### config.mk
export PLATFORM = sky130hd
export DESIGN_NAME = sdi_path_control
export DESIGN_NICKNAME = d
export VERILOG_FILES = /design/src/hdl/sdi_path_pkg.sv /design/src/hdl/sdi_path_control.sv
export SDC_FILE = /design/constraint.sdc
export NUM_CORES = 1
export LEC_CHECK = 0
export BUFFER_PORTS_ARGS = -buffer_cell sky130_fd_sc_hd__buf_2
export CAP_MARGIN = 20
export CORE_AREA = 2 2 98 100
export DETAILED_ROUTE_END_ITERATION = 7
export DIE_AREA = 0 0 100 102
export GPL_ROUTABILITY_DRIVEN = 1
export GPL_TIMING_DRIVEN = 0
export PLACE_DENSITY = 0.81
export SETUP_SLACK_MARGIN = 0.02
export SLEW_MARGIN = 10
export SYNTH_ARGS = -nofsm -noshare
export SYNTH_HDL_FRONTEND = slang
export SYNTH_SLANG_ARGS = --single-unit
### constraint.sdc
create_clock -name I_MCLK -period 1.5 [get_ports I_MCLK]
set_input_delay 0.075 -clock I_MCLK [delete_from_list [all_inputs] [get_ports I_MCLK]]
set_output_delay 0.075 -clock I_MCLK [all_outputs]
set_load 0.01 [all_outputs]
### src/hdl/sdi_path_pkg.sv
// constants, field layout and carrier types for the serial video path control block
//=====================================================================
package sdi_path_pkg;

  //=====================================================================
  // register offsets
  localparam logic [7:0] ADDR_EQ_CH0 = 8'h00;
  localparam logic [7:0] ADDR_EQ_CH1 = 8'h01;
  localparam logic [7:0] ADDR_EQ_CH2 = 8'h02;
  localparam logic [7:0] ADDR_EQ_CH3 = 8'h03;
  localparam logic [7:0] ADDR_LOS_CFG = 8'h06;
  localparam logic [7:0] ADDR_IN_SEL = 8'h07;
  localparam logic [7:0] ADDR_OUT_A = 8'h09;
  localparam logic [7:0] ADDR_OUT_B_DE = 8'h0A;
  localparam logic [7:0] ADDR_OUT_B_SW = 8'h0B;
  localparam logic [7:0] ADDR_OUT_B_CTL = 8'h0C;
  localparam logic [7:0] ADDR_GBL_ONE = 8'h0D;
  localparam logic [7:0] ADDR_ALARM_STAT = 8'h10;
  localparam logic [7:0] ADDR_ALARM_CLR = 8'h85;

  //=====================================================================
  // field positions
  localparam int LOS_THR_LSB = 5;
  localparam int LOS_MUTE_OFF_BIT = 3;
  localparam int CLK_OUT_BIT = 0;
  localparam int SWING_LSB = 2;
  localparam int DE_A_LSB = 0;
  localparam int DE_B_LSB = 4;
  localparam int OUT_B_EN_BIT = 2;
  localparam int DC_OFF_BIT = 1;
  localparam int ALL_PWR_BIT = 3;
  localparam int CLR_BIT = 0;
  localparam int STAT_HW_BIT = 4;

  // three-level pin slots
  localparam int PIN_MODE = 0;
  localparam int PIN_EQ = 1;
  localparam int PIN_DE = 2;
  localparam int PIN_OUTB = 3;

  //=====================================================================
  // level codes and reset values
  localparam logic [1:0] LEVEL_NONE = 2'h0;
  localparam logic [1:0] LEVEL_MED = 2'h2;
  localparam logic [1:0] LEVEL_HIGH = 2'h3;
  localparam logic [1:0] SWING_TOP = 2'h2;
  localparam logic [1:0] RST_LEVEL = 2'h0;
  localparam logic [1:0] RST_SEL = 2'h0;
  localparam logic [2:0] RST_THR = 3'h0;

  typedef enum logic [1:0] {
    PIN_LOW = 2'b00,
    PIN_FLOAT = 2'b01,
    PIN_HIGH = 2'b10
  } pin_level_e;

  typedef struct packed {
    logic [3:0][1:0] eq_level;
    logic [2:0] los_threshold;
    logic dc_loop_off;
    logic [1:0] route_sel;
    logic [3:0] input_power;
    logic [3:0] input_mute;
    logic out_b_enable;
    logic out_b_clock;
    logic [1:0] swing_a;
    logic [1:0] swing_b;
    logic [1:0] deemph_a;
    logic [1:0] deemph_b;
    logic [3:0] alarm;
    logic hw_mode;
  } analog_ctrl_s;

endpackage

### src/hdl/sdi_path_control.sv
// register bank and pin decode steering the serial video data path
//
// The address-and-strobe port was decided locally.
`timescale 1ns/10ps
module sdi_path_control
  import sdi_path_pkg::*;
(
  input wire logic I_MCLK,
  input wire logic I_RST_N,
  input wire logic [7:0] I_ADDR,
  input wire logic [7:0] I_WDATA,
  input wire logic I_WR,
  input wire logic I_RD,
  input wire logic [3:0] I_TRI_ABOVE,
  input wire logic [3:0] I_TRI_BELOW,
  input wire logic [3:0] I_AMP_BELOW,
  input wire logic [3:0] I_AMP_ABOVE,
  output logic [7:0] O_RDATA,
  output analog_ctrl_s O_CTRL
);

  //=====================================================================
  // state
  typedef struct packed {
    logic [3:0][1:0] eq;
    logic [2:0] los_thr;
    logic mute_off;
    logic clk_out;
    logic [1:0] sel;
    logic [1:0] swing_a;
    logic [1:0] deemph_a;
    logic [1:0] deemph_b;
    logic [1:0] swing_b;
    logic out_b_en;
    logic dc_off;
    logic all_pwr;
    logic clr;
    logic [3:0] tri_hi_s1;
    logic [3:0] tri_hi_s2;
    logic [3:0] tri_lo_s1;
    logic [3:0] tri_lo_s2;
    logic [3:0] below_s1;
    logic [3:0] below_s2;
    logic [3:0] above_s1;
    logic [3:0] above_s2;
    logic [3:0] loss;
    logic [3:0] alarm;
    logic [1:0] warm;
    logic [7:0] rdata;
    analog_ctrl_s ctrl;
  } state_s;

  state_s st;
  state_s next_st;

  // comparator pair to three-level state; floating = neither comparator trips
  function automatic pin_level_e decode_pin(input logic hi, input logic lo);
    pin_level_e lvl;
    lvl = PIN_FLOAT;
    if (hi) begin
      lvl = PIN_HIGH;
    end else if (lo) begin
      lvl = PIN_LOW;
    end
    return lvl;
  endfunction

  // pin level to two-bit code; the pins offer no lowest nonzero step
  function automatic logic [1:0] pin_code(input pin_level_e lvl);
    logic [1:0] code;
    code = LEVEL_NONE;
    case (lvl)
      PIN_HIGH: code = LEVEL_HIGH;
      PIN_FLOAT: code = LEVEL_MED;
      default: code = LEVEL_NONE;
    endcase
    return code;
  endfunction

  pin_level_e lvl_mode;
  pin_level_e lvl_eq;
  pin_level_e lvl_de;
  pin_level_e lvl_outb;
  logic hw;
  logic [3:0] powered;
  logic clear_now;

  //=====================================================================
  // next state
  always_comb begin
    next_st = st;
    lvl_mode = decode_pin(st.tri_hi_s2[PIN_MODE], st.tri_lo_s2[PIN_MODE]);
    lvl_eq = decode_pin(st.tri_hi_s2[PIN_EQ], st.tri_lo_s2[PIN_EQ]);
    lvl_de = decode_pin(st.tri_hi_s2[PIN_DE], st.tri_lo_s2[PIN_DE]);
    lvl_outb = decode_pin(st.tri_hi_s2[PIN_OUTB], st.tri_lo_s2[PIN_OUTB]);
    // synchronisers reset to zero, which reads as floating; wait until they hold real pin levels
    next_st.warm = st.warm[1] ? st.warm : st.warm + 2'h1;
    hw = st.warm[1] & (lvl_mode == PIN_FLOAT);

    // pins and analog comparators are asynchronous to the clock
    next_st.tri_hi_s1 = I_TRI_ABOVE;
    next_st.tri_hi_s2 = st.tri_hi_s1;
    next_st.tri_lo_s1 = I_TRI_BELOW;
    next_st.tri_lo_s2 = st.tri_lo_s1;
    next_st.below_s1 = I_AMP_BELOW;
    next_st.below_s2 = st.below_s1;
    next_st.above_s1 = I_AMP_ABOVE;
    next_st.above_s2 = st.above_s1;

    // register writes
    clear_now = 1'b0;
    if (I_WR) begin
      case (I_ADDR)
        ADDR_EQ_CH0: next_st.eq[0] = I_WDATA[1:0];
        ADDR_EQ_CH1: next_st.eq[1] = I_WDATA[1:0];
        ADDR_EQ_CH2: next_st.eq[2] = I_WDATA[1:0];
        ADDR_EQ_CH3: next_st.eq[3] = I_WDATA[1:0];
        ADDR_LOS_CFG: begin
          next_st.los_thr = I_WDATA[LOS_THR_LSB +: 3];
          next_st.mute_off = I_WDATA[LOS_MUTE_OFF_BIT];
          next_st.clk_out = I_WDATA[CLK_OUT_BIT];
        end
        ADDR_IN_SEL: next_st.sel = I_WDATA[1:0];
        ADDR_OUT_A: begin
          next_st.swing_a = I_WDATA[SWING_LSB +: 2];
          next_st.deemph_a = I_WDATA[DE_A_LSB +: 2];
        end
        ADDR_OUT_B_DE: next_st.deemph_b = I_WDATA[DE_B_LSB +: 2];
        ADDR_OUT_B_SW: next_st.swing_b = I_WDATA[SWING_LSB +: 2];
        ADDR_OUT_B_CTL: next_st.out_b_en = I_WDATA[OUT_B_EN_BIT];
        ADDR_GBL_ONE: begin
          next_st.dc_off = I_WDATA[DC_OFF_BIT];
          next_st.all_pwr = I_WDATA[ALL_PWR_BIT];
        end
        ADDR_ALARM_CLR: begin
          next_st.clr = I_WDATA[CLR_BIT];
          // clear acts on the falling edge of the bit, i.e. the low write
          clear_now = st.clr & ~I_WDATA[CLR_BIT];
        end
        default: ;
      endcase
    end

    // only the routed input is powered unless all are kept up
    powered = 4'h0;
    powered[st.sel] = 1'b1;
    if (st.all_pwr) begin
      powered = 4'hF;
    end

    // hysteresis: set below low threshold, release above high one or when the input is unpowered
    for (int i = 0; i < 4; i++) begin
      if (!powered[i]) begin
        next_st.loss[i] = 1'b0;
      end else if (st.below_s2[i]) begin
        next_st.loss[i] = 1'b1;
      end else if (st.above_s2[i]) begin
        next_st.loss[i] = 1'b0;
      end
    end

    // set wins over clear so no loss event is dropped
    next_st.alarm = (clear_now ? 4'h0 : st.alarm) | st.loss;

    // analog control outputs
    next_st.ctrl.hw_mode = hw;
    next_st.ctrl.los_threshold = st.los_thr;
    next_st.ctrl.dc_loop_off = st.dc_off;
    next_st.ctrl.route_sel = st.sel;
    next_st.ctrl.input_power = powered;
    next_st.ctrl.alarm = st.alarm;
    next_st.ctrl.input_mute = st.mute_off ? 4'h0 : st.alarm;
    // code three is not a swing step; hold it at the top level
    next_st.ctrl.swing_a = (st.swing_a > SWING_TOP) ? SWING_TOP : st.swing_a;
    next_st.ctrl.swing_b = (st.swing_b > SWING_TOP) ? SWING_TOP : st.swing_b;
    if (hw) begin
      for (int i = 0; i < 4; i++) begin
        next_st.ctrl.eq_level[i] = pin_code(lvl_eq);
      end
      next_st.ctrl.deemph_a = pin_code(lvl_de);
      next_st.ctrl.deemph_b = pin_code(lvl_de);
      next_st.ctrl.out_b_enable = (lvl_outb != PIN_LOW);
      next_st.ctrl.out_b_clock = (lvl_outb == PIN_HIGH);
    end else begin
      next_st.ctrl.eq_level = st.eq;
      next_st.ctrl.deemph_a = st.deemph_a;
      next_st.ctrl.deemph_b = st.deemph_b;
      next_st.ctrl.out_b_enable = st.out_b_en;
      next_st.ctrl.out_b_clock = st.clk_out;
    end

    // read data stands only in the cycle after the strobe
    next_st.rdata = 8'h00;
    if (I_RD) begin
      case (I_ADDR)
        ADDR_EQ_CH0: next_st.rdata = {6'h00, st.eq[0]};
        ADDR_EQ_CH1: next_st.rdata = {6'h00, st.eq[1]};
        ADDR_EQ_CH2: next_st.rdata = {6'h00, st.eq[2]};
        ADDR_EQ_CH3: next_st.rdata = {6'h00, st.eq[3]};
        ADDR_LOS_CFG: next_st.rdata = {st.los_thr, 1'b0, st.mute_off, 2'h0, st.clk_out};
        ADDR_IN_SEL: next_st.rdata = {6'h00, st.sel};
        ADDR_OUT_A: next_st.rdata = {4'h0, st.swing_a, st.deemph_a};
        ADDR_OUT_B_DE: next_st.rdata = {2'h0, st.deemph_b, 4'h0};
        ADDR_OUT_B_SW: next_st.rdata = {4'h0, st.swing_b, 2'h0};
        ADDR_OUT_B_CTL: next_st.rdata = {5'h00, st.out_b_en, 2'h0};
        ADDR_GBL_ONE: next_st.rdata = {4'h0, st.all_pwr, 1'b0, st.dc_off, 1'b0};
        ADDR_ALARM_CLR: next_st.rdata = {7'h00, st.clr};
        ADDR_ALARM_STAT: next_st.rdata = {3'h0, hw, st.alarm};
        default: next_st.rdata = 8'h00;
      endcase
    end
  end

  //=====================================================================
  // registers
  always_ff @(posedge I_MCLK or negedge I_RST_N) begin
    if (!I_RST_N) begin
      st <= '0;
      st.eq <= {4{RST_LEVEL}};
      st.los_thr <= RST_THR;
      st.sel <= RST_SEL;
      st.ctrl.route_sel <= RST_SEL;
      st.ctrl.input_power <= 4'h1;
    end else begin
      st <= next_st;
    end
  end

  assign O_RDATA = st.rdata;
  assign O_CTRL = st.ctrl;

endmodule

After elaboration in Yosys (flattened, before gate mapping)
Cells that the tools add are included.
Widths: inputs -> output; s select.
{"block": "word_totals", "reg_bits": 114, "out_inout_bits": 45, "elab_cells": 132}
{"block": "op_classes", "n_addsub": 1, "magnitude_cmp": 4, "n_eq_ne": 22, "n_mux": 37, "n_bitwise": 4, "n_reduce_logical": 15}
{"op": "$pmux 8 s13", "n": 1}
{"op": "$eq 8x4->1 const B", "n": 5}
{"op": "$reduce_and 2->1", "n": 12}
{"op": "$mux 1", "n": 19}
{"op": "$eq 8x2->1 const B", "n": 2}
{"op": "$eq 8x3->1 const B", "n": 2}
{"op": "$mux 2", "n": 8}
{"op": "$mux 4", "n": 4}
{"op": "$mux 8", "n": 2}
{"op": "$ne 3x3->1 const B", "n": 4}
{"op": "$eq 8x1->1 const B", "n": 1}
{"op": "$eq 8x5->1 const B", "n": 1}
{"op": "$eq 8x8->1 const B", "n": 1}
{"op": "$logic_not 8->1", "n": 1}
{"op": "$pmux 2 s2", "n": 2}
{"op": "$eq 2x1->1 const B", "n": 3}
{"op": "$eq 2x2->1 const B", "n": 3}
{"op": "$gt 2x2->1 const B", "n": 2}
{"op": "$or 4x4->4", "n": 1}
{"op": "$lt 2x3->1 const B", "n": 1}
{"op": "$add 2x1->2 const B", "n": 1}
{"op": "$and 1x1->1", "n": 2}
{"op": "$demux 1 s2", "n": 1}
{"op": "$ge 2x1->1 const B", "n": 1}
{"op": "3 further kinds", "n": 3}

Logic depth before layout (Yosys ltp)
{"block": "depth", "depth_word": 6, "mapped_depth": 6, "depth_no_buf": 5}

Worst setup path before layout
OpenSTA, ideal clock, no wires.
{"block": "synth_timing", "path_kind": "input -> register", "start": "input I_ADDR[5]", "end": "register st, in the netlist next_st[1]", "setup_time_ps": 118, "arrival_ps": 1353, "required_time_ps": 1382, "path_slack_ps": 29, "cell_stages": 5, "cell_sequence": "buf_2 -> nor4b_4 -> nand4bb_1 -> or3b_1 -> a21o_1"}
{"item": "start, declared", "line_no": "sdi_path_control.sv:10", "text": "input wire logic [7:0] I_ADDR,"}
{"item": "end signal, assigned", "line_no": "sdi_path_control.sv:225", "text": "st <= next_st;"}
{"item": "end, declared", "line_no": "sdi_path_control.sv:53", "text": "state_s st;"}

==> reports/qor.csv <==
metric,value,unit
status,completed,
min_period,1.402,ns
ys_ff_latch,114,
crit_fanout,10,
dpl.cell_count,517,
antenna_cells,0,
ir_drop,0.7694,mV
drive_gt1_share,43.44,%
root_buffer,clkbuf_8,
critPathMostFrequentCell,a32oi_1,
die_h,102,µm
fmax,0.7130,GHz
pwr_density_cell,1328,nW/µm²
p_total,7.759,mW
crit_buf_inv,2,
hold_ws,0.009435,ns
drt_pass1_iterations,5,
crit_arrival,1.81,ns
yosysMostFrequentCell,dfrtp_1,
max-slew-margin-rel,58.24,%
clock_skew,0.008050,ns
synthArstFlopShare,100.0,%
hold_viol,0,
cts.clk_slew.worst_paths,0.06,ns
grt_remaining_overflow,0,
synth_fp_nets,365,
syn_avg_cell_area,13.59,µm²
place_ws,-0.3857,ns
critPathTopFamily,simple AND/OR/NAND/NOR gates,
nNetsFinal,488,
grt_max_degree,77,
die_w,100,µm
vias,2881,
cap_violations,0,
cp_num_cells,6,
rsz0062_at_grt,yes,
post_cts_buffers,0,
initial_utilization,49.09,%
route.detailed.drc,0,
synth_enable_flop_cells,0,
ys.flop_type,dfrtp_1,
crit_start,I_ADDR[1],
wl_per_cell,16.18,µm
synth-seq-area-share,63.82,%
pwr-share-clk,45.7,%
r2r_cells,6,
timing.rr.start,st[71],
ioPinCount,81,
io_buffers,76,
ys_warn_count,0,
netlist_top_cells_area,"dfrtp_1, buf_4, mux2_2",
max_stage_delay,0.53,ns
gp_congestion,0.8629,
ant_nets,0,
swShare,24.99,%
final_cells,576,
antenna_found_initial,0,
first_global_vias,2927,
cp-end-kind,flip-flop,
fin_ws,0.09756,ns
synth_commonest_cells,"dfrtp_1, buf_4, mux2_2, nand2_1",
crit_chain,buf_2 -> buf_4 -> nor4_2 -> a32oi_1 -> or4_1 -> a32oi_1,
design.core.area,9109,µm²
avgViaCountPerCell,5.002,
synth_cell_types,48,
placementRows,35,
mappedNetlistArea,4472,µm²
seq_power_share,44.4,%
worst-setup-path-type,in -> reg,
areaGrowthSynthToFinish,30.67,%
cts_buffer_depth,2,
gr-usage-all-layers,19.27,%
synth_area_leader_cell,dfrtp_1,
yosys.area.top_type_share,63.23,%
cts_buffers,17,
tritoncts,built,
cts_sinks,114,
wl,9318,µm
synthCells,329,
reg2reg_setup_slack,0.12,ns
grt_first_pass_wirelength,14740,µm
drv_slew,0,
p_comb_share,9.9,%
clock_latency,0.51,ns
p_leak,2.920,nW
power.internal,5.820,mW
period_share,93.50,%
place_hpwl,6241,µm
tightest_slew,0.6207,ns
cp.required,1.91,ns
power_switching,1.939,mW
startpoint_type,primary input,
first_iter_violations,160,
dieArea,10200,µm²
cp_slowest_cell,nor4_2,
reg2reg_to,O_CTRL[14],
htree_num_levels,4,
endpoint,O_RDATA[0],
hold_class,in -> reg,
finalSetupViolCount,0,
-- area by class of cell --
| type | count | area, µm² |
|---|---|---|
| Fill cell | 717 | 3266 |
| Sequential cell | 114 | 2854 |
| Multi-Input combinational cell | 153 | 1210 |
| Timing Repair Buffer | 104 | 684.4 |
| Clock buffer | 18 | 427.9 |
| Buffer | 57 | 402.9 |
| Tap cell | 111 | 138.9 |
| Clock inverter | 14 | 106.4 |
| Inverter | 5 | 18.77 |
-- per-layer routing --
metal | share of wire (%) | global-route usage [%]
met5 | 0 | 0
met4 | 1.5 | 8.008
met3 | 3.6 | 5.062
met2 | 52 | 32.48
met1 | 43 | 23.86
-- metrics by stage --
stage | setup TNS, ns | instance area [µm²] | utilization [%]
after detailed placement | -8.039 | 5025 | 55.16
final | 0 | 5843 | 64.15
after CTS | 0 | 5831 | 64.01
after global placement | -95.03 | 4991 | 54.79
after floorplan | 0 | 4472 | -
after global routing | -0.01014 | 5843 | 64.15
-- power groups by stage --
| stage | Sequential (mW) | Clock [mW] | Combinational [mW] |
|---|---|---|---|
| after floorplan | 3.44 | 0 | 0.438 |
| final | 3.44 | 3.55 | 0.769 |
| after CTS | 3.45 | 3.61 | 0.775 |
| after detailed placement | 3.50 | 0 | 0.719 |
| after global routing | 3.47 | 3.74 | 0.840 |
| after global placement | 3.48 | 0 | 0.691 |
-- sequential cells by signal, summed over array words and instances (netlist names) --
register and flops:
O_RDATA 8, next_st 26, st 43, O_CTRL 37
-- tightest hold or removal path, cell delays in order --
cell and delay [ns]:
buf_2 0.16, nor4b_4 0.10, nand2_1 0.07, a221oi_1 0.07
-- worst min-delay path by stage --
stage                   startpoint          end  slack (ns)  cells past startpoint
floorplan                  I_RST_N    O_CTRL[0]       -0.22                      0
global placement    I_TRI_BELOW[0]  next_st[71]        0.18                      1
detailed placement         I_RST_N    O_CTRL[0]       0.004                      1
CTS                      I_ADDR[2]   O_RDATA[5]        0.01                      4
global route             I_ADDR[2]   O_RDATA[5]        0.02                      4
finish                   I_ADDR[2]   O_RDATA[5]       0.009                      4
-- repair_timing --
action | in CTS | in global routing
endpoints found under the setup margin | 10 | 14
resized for setup | 1 | 5
endpoints found under the hold margin | 159 | 0
gates cloned | 0 | 0
hold buffers | 27 | 0
pin swaps | 0 | 0
-- placed cells by master (no fill, tap or decap), types with 3 or more instances in the layout --
| master | instances |
|---|---|
| nor2b_1 | 11 |
| nand2_1 | 15 |
| nand3b_1 | 3 |
| a22o_1 | 3 |
| nor2_1 | 6 |
| inv_6 | 4 |
| clkbuf_16 | 16 |
| mux2_2 | 29 |
| clkinvlp_4 | 7 |
| buf_2 | 79 |
| inv_1 | 4 |
| o21a_1 | 10 |
| and3_1 | 4 |
| dfrtp_1 | 113 |
| a22oi_1 | 3 |
| dlygate4sd3_1 | 27 |
| nor4_1 | 4 |
| a32oi_1 | 4 |
| clkbuf_1 | 5 |
| nand3_1 | 6 |
| a21oi_1 | 4 |
| buf_4 | 46 |
| a21o_1 | 11 |
-- kinds of logic after synthesis --
kind of cell | count (synthesis) | synth area share (%)
AOI/OAI and AO/OA | 46 | 7.723
xor gates and xnor gates | 2 | 0.3918
buffers and inverters | 62 | 9.345
muxes | 31 | 7.750
and+or+nand+nor | 74 | 10.97
DFF | 114 | 63.82
Power figures use the tool's default switching activity.
